--- config.mk ---
export PLATFORM = sky130hd
export DESIGN_NAME = wdrc_watchdog
export DESIGN_NICKNAME = d
export VERILOG_FILES = /design/src/hw/wdrc_pkg.sv /design/src/hw/wdrc_bus_if.sv /design/src/hw/wdrc_tick_sync.sv /design/src/hw/wdrc_watchdog.sv
export SDC_FILE = /design/constraint.sdc
export NUM_CORES = 1
export LEC_CHECK = 0
export BUFFER_PORTS_ARGS = -buffer_cell sky130_fd_sc_hd__buf_2
export CORE_MARGIN = 10
export CORE_UTILIZATION = 54
export DETAILED_ROUTE_END_ITERATION = 8
export GPL_TIMING_DRIVEN = 0
export PLACE_DENSITY = 0.88
export RECOVER_POWER = 25
export SLEW_MARGIN = 30
export SYNTH_ARGS = -nofsm -noshare
export SYNTH_HDL_FRONTEND = slang
export SYNTH_HIERARCHICAL = 1
export SYNTH_SLANG_ARGS = --single-unit
--- constraint.sdc ---
create_clock -name clk_i -period 4.1 [get_ports clk_i]
set_input_delay 0.82 -clock clk_i [delete_from_list [all_inputs] [get_ports clk_i]]
set_output_delay 0.82 -clock clk_i [all_outputs]
set_load 0.03 [all_outputs]
--- src/hw/wdrc_pkg.sv ---
package wdrc_pkg;
    localparam logic [7:0] WDRC_ADDR_CTRL = 8'h7f;
    localparam int WDRC_DATA_W = 4;
    localparam int WDRC_CNT_W = 3;
    localparam int WDRC_CLR_BIT = 3;
    localparam logic [2:0] WDRC_CNT_RST = 3'h0;
    localparam int WDRC_SYS_CLK_HZ = 40000000;
    localparam int WDRC_TICK_HZ = 2;
    localparam int WDRC_RESET_PULSE_CYC = 4;
    typedef enum logic [1:0] {
        WDRC_ST_RUN = 2'b00,
        WDRC_ST_FIRE = 2'b01
    } wdrc_state_t;
endpackage

--- src/hw/wdrc_bus_if.sv ---
`timescale 1ns/1ps
interface wdrc_bus_if;
    logic wr;
    logic [3:0] wdata;
    logic clr;
    modport dec (input wr, input wdata, output clr);
    modport core (input clr);
endinterface

--- src/hw/wdrc_tick_sync.sv ---
`timescale 1ns/1ps
module wdrc_tick_sync (
    input wire logic clk_i,
    input wire logic nrst_i,
    input wire logic tick_i,
    output logic rise_o
);
    logic s1;
    logic s2;
    logic s3;
    logic next_s1;
    logic next_s2;
    logic next_s3;
    always_comb begin
        next_s1 = tick_i;
        next_s2 = s1;
        next_s3 = s2;
    end
    always_ff @(posedge clk_i or negedge nrst_i) begin
        if (!nrst_i) begin
            s1 <= 1'b0;
            s2 <= 1'b0;
            s3 <= 1'b0;
        end else begin
            s1 <= next_s1;
            s2 <= next_s2;
            s3 <= next_s3;
        end
    end
    // Edge taken after the second stage only
    assign rise_o = s2 & ~s3;
endmodule // wdrc_tick_sync

--- src/hw/wdrc_watchdog.sv ---
// Functional notes
// - Counter advances only on the slow 2 Hz timer tick.
// - Three-bit counter; top bit overflow raises the watchdog reset.
// - Reset issued when uncleared for three and a half to four seconds.
// - Counting continues during processor halt; halt cannot block reset.
// - Writing 1 to clear bit zeroes counter; counting resumes at once.
// - Writing 0 does nothing; clear bit always reads 0.
// - Count bits read-only in bits 2..0, zero after reset.
// - Build option masks the overflow only; counter still counts and reads, no reset generated.
`timescale 1ns/1ps
module wdrc_watchdog
    import wdrc_pkg::*;
#(
    parameter bit WDOG_PRESENT = 1'b1,
    parameter int RESET_PULSE_CYC = WDRC_RESET_PULSE_CYC
) (
    input wire logic clk_i,
    input wire logic nrst_i,
    input wire logic tick_2hz_i,
    input wire logic halt_i,
    input wire logic init_reset_i,
    input wire logic io_wr_i,
    input wire logic [7:0] io_addr_i,
    input wire logic [3:0] io_wdata_i,
    output logic [3:0] io_rdata_o,
    output logic wdog_reset_o
);
    wdrc_bus_if bus ();
    logic tick;
    logic clr_req;
    logic init_req;
    logic overflow;
    logic fire_done;
    logic [WDRC_CNT_W-1:0] count;
    logic [WDRC_CNT_W-1:0] next_count;
    wdrc_state_t state;
    wdrc_state_t next_state;
    logic [7:0] pulse_cnt;
    logic [7:0] next_pulse_cnt;
    logic wdog_reset;
    logic next_wdog_reset;
    logic [3:0] rdata;
    logic [3:0] next_rdata;
    logic unused_halt;

    function automatic logic hit(input logic [7:0] a);
        return a == WDRC_ADDR_CTRL;
    endfunction

    function automatic logic at_top(input logic [WDRC_CNT_W-1:0] c);
        return c == {WDRC_CNT_W{1'b1}};
    endfunction

    function automatic logic [WDRC_CNT_W-1:0] step(input logic [WDRC_CNT_W-1:0] c);
        return c + WDRC_CNT_W'(1);
    endfunction

    wdrc_tick_sync u_sync (
        .clk_i(clk_i),
        .nrst_i(nrst_i),
        .tick_i(tick_2hz_i),
        .rise_o(tick)
    );

    // Clear strobe decode; count bits are never written
    assign bus.wr = io_wr_i & hit(io_addr_i);
    assign bus.wdata = io_wdata_i;
    assign bus.clr = bus.wr & bus.wdata[WDRC_CLR_BIT];
    assign clr_req = bus.clr;
    assign init_req = init_reset_i;

    // Clear and initial reset both beat a tick on the same cycle
    assign overflow = (state == WDRC_ST_RUN) & tick & at_top(count) & WDOG_PRESENT
        & ~init_req & ~clr_req;
    assign fire_done = (state == WDRC_ST_FIRE) && (pulse_cnt == 8'h0);

    // State group
    always_comb begin
        next_state = state;
        case (state)
            WDRC_ST_RUN: begin
                if (overflow) begin
                    next_state = WDRC_ST_FIRE;
                end
            end
            WDRC_ST_FIRE: begin
                if (fire_done) begin
                    next_state = WDRC_ST_RUN;
                end
            end
            default: begin
                next_state = WDRC_ST_RUN;
            end
        endcase
    end

    always_ff @(posedge clk_i or negedge nrst_i) begin
        if (!nrst_i) begin
            state <= WDRC_ST_RUN;
        end else begin
            state <= next_state;
        end
    end

    // Reset pulse group; length fixed so the core sees a clean level
    always_comb begin
        next_pulse_cnt = pulse_cnt;
        next_wdog_reset = 1'b0;
        case (state)
            WDRC_ST_RUN: begin
                if (overflow) begin
                    next_pulse_cnt = 8'(RESET_PULSE_CYC - 1);
                    next_wdog_reset = 1'b1;
                end
            end
            WDRC_ST_FIRE: begin
                if (fire_done) begin
                    next_wdog_reset = 1'b0;
                end else begin
                    next_pulse_cnt = pulse_cnt - 8'h1;
                    next_wdog_reset = 1'b1;
                end
            end
            default: begin
                next_pulse_cnt = 8'h0;
                next_wdog_reset = 1'b0;
            end
        endcase
    end

    always_ff @(posedge clk_i or negedge nrst_i) begin
        if (!nrst_i) begin
            pulse_cnt <= 8'h0;
            wdog_reset <= 1'b0;
        end else begin
            pulse_cnt <= next_pulse_cnt;
            wdog_reset <= next_wdog_reset;
        end
    end

    // Counter group; halt is deliberately not an input here
    always_comb begin
        next_count = count;
        case (state)
            WDRC_ST_RUN: begin
                if (init_req) begin
                    next_count = WDRC_CNT_RST;
                end else if (clr_req) begin
                    next_count = WDRC_CNT_RST;
                end else if (tick) begin
                    // Wraps to zero on overflow: 8 ticks, 3.5..4 s
                    next_count = step(count);
                end
            end
            WDRC_ST_FIRE: begin
                next_count = WDRC_CNT_RST;
            end
            default: begin
                next_count = WDRC_CNT_RST;
            end
        endcase
    end

    always_ff @(posedge clk_i or negedge nrst_i) begin
        if (!nrst_i) begin
            count <= WDRC_CNT_RST;
        end else begin
            count <= next_count;
        end
    end

    // Read data group; tracks the count in the same cycle it changes
    always_comb begin
        next_rdata = {1'b0, next_count};
    end

    always_ff @(posedge clk_i or negedge nrst_i) begin
        if (!nrst_i) begin
            rdata <= 4'h0;
        end else begin
            rdata <= next_rdata;
        end
    end

    assign io_rdata_o = rdata;
    assign wdog_reset_o = wdog_reset;

    // Halt level kept as a port for the core, unused by design
    assign unused_halt = halt_i;
endmodule // wdrc_watchdog

==> impl_results.md <==
- Slew Limit Headroom: roughly 43%
- Kind of end point of the critical path: register
- XOR/XNOR share of the synthesized area: 1.03%
- Sw frac: between 20% and 30%
- Main synth FF type: dfrtp_1
- GR Util All Layers: between 10% and 20%
- Final WL: around 1.8 mm
- Pint: around 0.22 mW
- Crit path cell chain: inv_1 -> ha_1 -> or3b_1 -> buf_6 -> o31ai_4 -> o21ai_2 -> mux2_4
- Max FO, Critical Path: 6
- Worst reg2reg path depth: 7
- Status: completed
- Synth Area in Simple Gates: between 10% and 20%
- Share of cells above drive strength 1: between 30 and 40%
- Lkg Pwr: 0.450 nW
- Power Density: approximately 280 mW/mm^2
- Initial antenna violation count: 0
- Die Ht: between 50 and 60 um
- Maximum clock frequency: between 400 and 500 MHz
- Initial drt markers: 6
- Area contributors post-synth: dfrtp_1 47%, ha_1 4.4%, o2bb2ai_1 4.1%, mux2i_1 3.5%, nor3_1 2.9%
- Setup CP Type: reg2reg
- WL per Instance: 16.0 um
- Peak VDD IR: 0.202 mV
- CTS Buf Count: 3
- Total chip power: 0.281 mW
- Proportion of power drawn by combinational gates: under 10%
- Worst reg2reg startpoint: pulse_cnt[0]
- Main combinational cell family by area after synthesis: simple AND/OR/NAND/NOR gates
- Slew @ Worst Pin: 0.852 ns
- Syn avg cell area: between 10 and 15 um^2
- Vias in the first global route: between 600 and 700
- N_diodes: 0
- DRT Pass-1 Iters: 4
- Adder-cell share of the synthesized area: under 10%
- H-tree depth: 1
- Total Nets Final: 119
- Compound-Gate Fraction of Synth Area: between 15 and 20%
- Die X: just under 60 um
- Rows: 14
- Post-synth top area share: roughly 47%
- Max-Cap Viols: 0
- Setup violations, final: 0
- Post-synth EDFFs: 0
- DR vias: roughly 650
- Port Buf Inserts: 17
- Top delay family on crit path: compound AO/OA/AOI/OAI gates
- DR DRC count: 0
- Setup TNS: 0 ns
- Sw power: just over 0.06 mW
- Post-route ant nets: 0
- Hold buffer count at CTS: 0
- Utilization after layout: between 60% and 70%
- YS warnings: 6
- Area grow syn2layout: 16.5%
- Post-synthesis register bit count: 16
- Clk pwr share: about 38%
- Hold Startpoint: u_sync/next_s2
- CTS tree: built
- Final-report hold violation count: 0
- RSZ-0062 raised after global routing: false
- Clock slew at reported path FFs: ~0.10 ns
- Final Cycle Share: 50.4%
- Tmin final: 2.07 ns
- Worst min path class: reg2reg
- FF-to-FF End: pulse_cnt[0]
- Critical Path AT: 2.26 ns
- Post-Syn Area: between 800 and 900 um^2
- Vias per Instance: around 5.7
- CP max stage cell: dfrtp_1
- First-pass GRT wire length: between 2 and 3 mm
- Sequential power share: 57.0%
- Largest net degree at the start of global routing: 17
- Worst setup SP type: register
- Core box area: between 0.0015 and 0.002 mm^2
- Mux cell area share after synthesis: 5.29%
- Async S/R FF share, synth: 100%
- CTS Root Cell: clkbuf_4
- Starting density of the core: a little under three fifths
- Syn_nets: 97
- Setup bufs post-CTS: 0
- I/O pin count: 23
- Post-DP HPWL: roughly 1.4 mm
- Critical Path RT: ~4.3 ns
- Post-Syn Instances: 76
- Largest area contributor in the netlist: dfrtp_1
- Total die area: 0.00356 mm^2
- Hold endpoint: u_sync/next_s3
- Clk sinks: 16
- Clock Path Buffers: 2
- Clock Skew: roughly 0.0069 ns
- Post-CTS Resized: 0
- Fillcell total: approximately 120
- Post-synthesis cell type count: 34
- Reg2Reg Setup Slack: slightly above 2 ns
- Post-synthesis sequential area ratio: approximately 47%
- Grt total ovfl: 0
- Clk Latency, worst-skew pair: between 0.2 and 0.3 ns
- RePlAce Congestion: about 0.8
- Hold Path Cell Cnt: 0
- CP bufs+invs: 2
- Max-slew violations: 0
- Largest stage delay on the critical path: ~0.41 ns
==> routing by layer <==
layer / vias up / share of wire [%] / GRT usage, %
li1: 327 / - / -
met1: 292 / 44 / 12.9
met2: 25 / 48 / 16.8
met3: 4 / 5.8 / 2.97
met4: 0 / 2.2 / 5.77
met5: - / 0 / 0
==> worst max path at each step <==
| stage | depth (start not counted) | endpoint | startpoint |
|---|---|---|---|
| global route | 7 | pulse_cnt[0] | pulse_cnt[0] |
| detailed placement | 5 | pulse_cnt[0] | io_addr_i[7] |
| finish | 7 | pulse_cnt[0] | pulse_cnt[0] |
| floorplan | 4 | pulse_cnt[0] | io_addr_i[7] |
| global placement | 5 | pulse_cnt[0] | io_addr_i[7] |
| CTS | 7 | pulse_cnt[0] | pulse_cnt[0] |
==> cell families after synthesis <==
| logic type | after synthesis |
|---|---|
| adders and majority gates | 3 |
| DFF | 16 |
| AOI/OAI and AO/OA | 18 |
| other | 1 |
| muxes | 4 |
| and+or+nand+nor | 25 |
| buffers and inverters | 8 |
| xor gates and xnor gates | 1 |
==> worst register-to-register path, cell delays in order (launching register included) <==
cell	delay (ns)
dfrtp_1	0.41
inv_1	0.10
ha_1	0.22
or3b_1	0.38
buf_6	0.14
o31ai_4	0.30
o21ai_2	0.14
mux2_4	0.28
==> Yosys cell counts (all sizes together), types with 2 or more instances <==
cell type,n
nor2b,2
nor2,3
nor3,5
ha,3
nor4,4
o31ai,3
or4,2
buf,4
nand2,2
dfrtp,16
o2bb2ai,4
o21ai,4
mux2i,3
a21oi,3
inv,4
==> cell type report <==
class	instances	area [um^2]	area share, %
Inverter	4	15.0	1.52
Clock buffer	4	36.3	3.66
Buffer	4	33.8	3.41
Multi-Input combinational cell	52	402	40.5
Sequential cell	16	400	40.4
Timing Repair Buffer	17	83.8	8.46
Tap cell	16	20.0	2.02
==> power groups by stage <==
stage | sequential (mW) | combinational, mW | clock [mW]
final | 0.160 | 0.0144 | 0.106
after global routing | 0.160 | 0.0160 | 0.115
after CTS | 0.160 | 0.0148 | 0.108
after detailed placement | 0.163 | 0.0148 | 0
after global placement | 0.163 | 0.0143 | 0
after floorplan | 0.163 | 0.00512 | 0
==> registers in the layout (all words and copies together), names as in the netlist <==
register / flops
u_sync/s3: 1
u_sync/next_s3: 1
u_sync/next_s2: 1
pulse_cnt: 8
state: 1
io_rdata_o: 3
wdog_reset_o: 1
==> stage by stage <==
stage,cells,cell area [um^2],setup WS (ns),hold WS (ns)
detailed placement,109,956,1.98,0.347
CTS,113,992,2.03,0.370
finish,113,991,2.03,0.367
global placement,109,956,2.00,0.331
floorplan,76,851,2.22,0.331
global route,113,991,1.93,0.389
==> layout by cell type, fill, tap and decap left out, types with 2 or more instances in the layout <==
cell type / netlist / final
buf_2: 0 / 16
dfrtp_1: 16 / 16
nor3_1: 5 / 5
inv_1: 4 / 4
o2bb2ai_1: 4 / 4
nor4_1: 4 / 4
buf_4: 3 / 3
o21ai_0: 3 / 3
nor2_1: 3 / 3
mux2i_1: 3 / 3
a21oi_1: 3 / 3
ha_1: 3 / 3
clkbuf_4: 0 / 3
nand2_1: 2 / 2
o31ai_1: 2 / 2
Power figures use the tool's default switching activity.
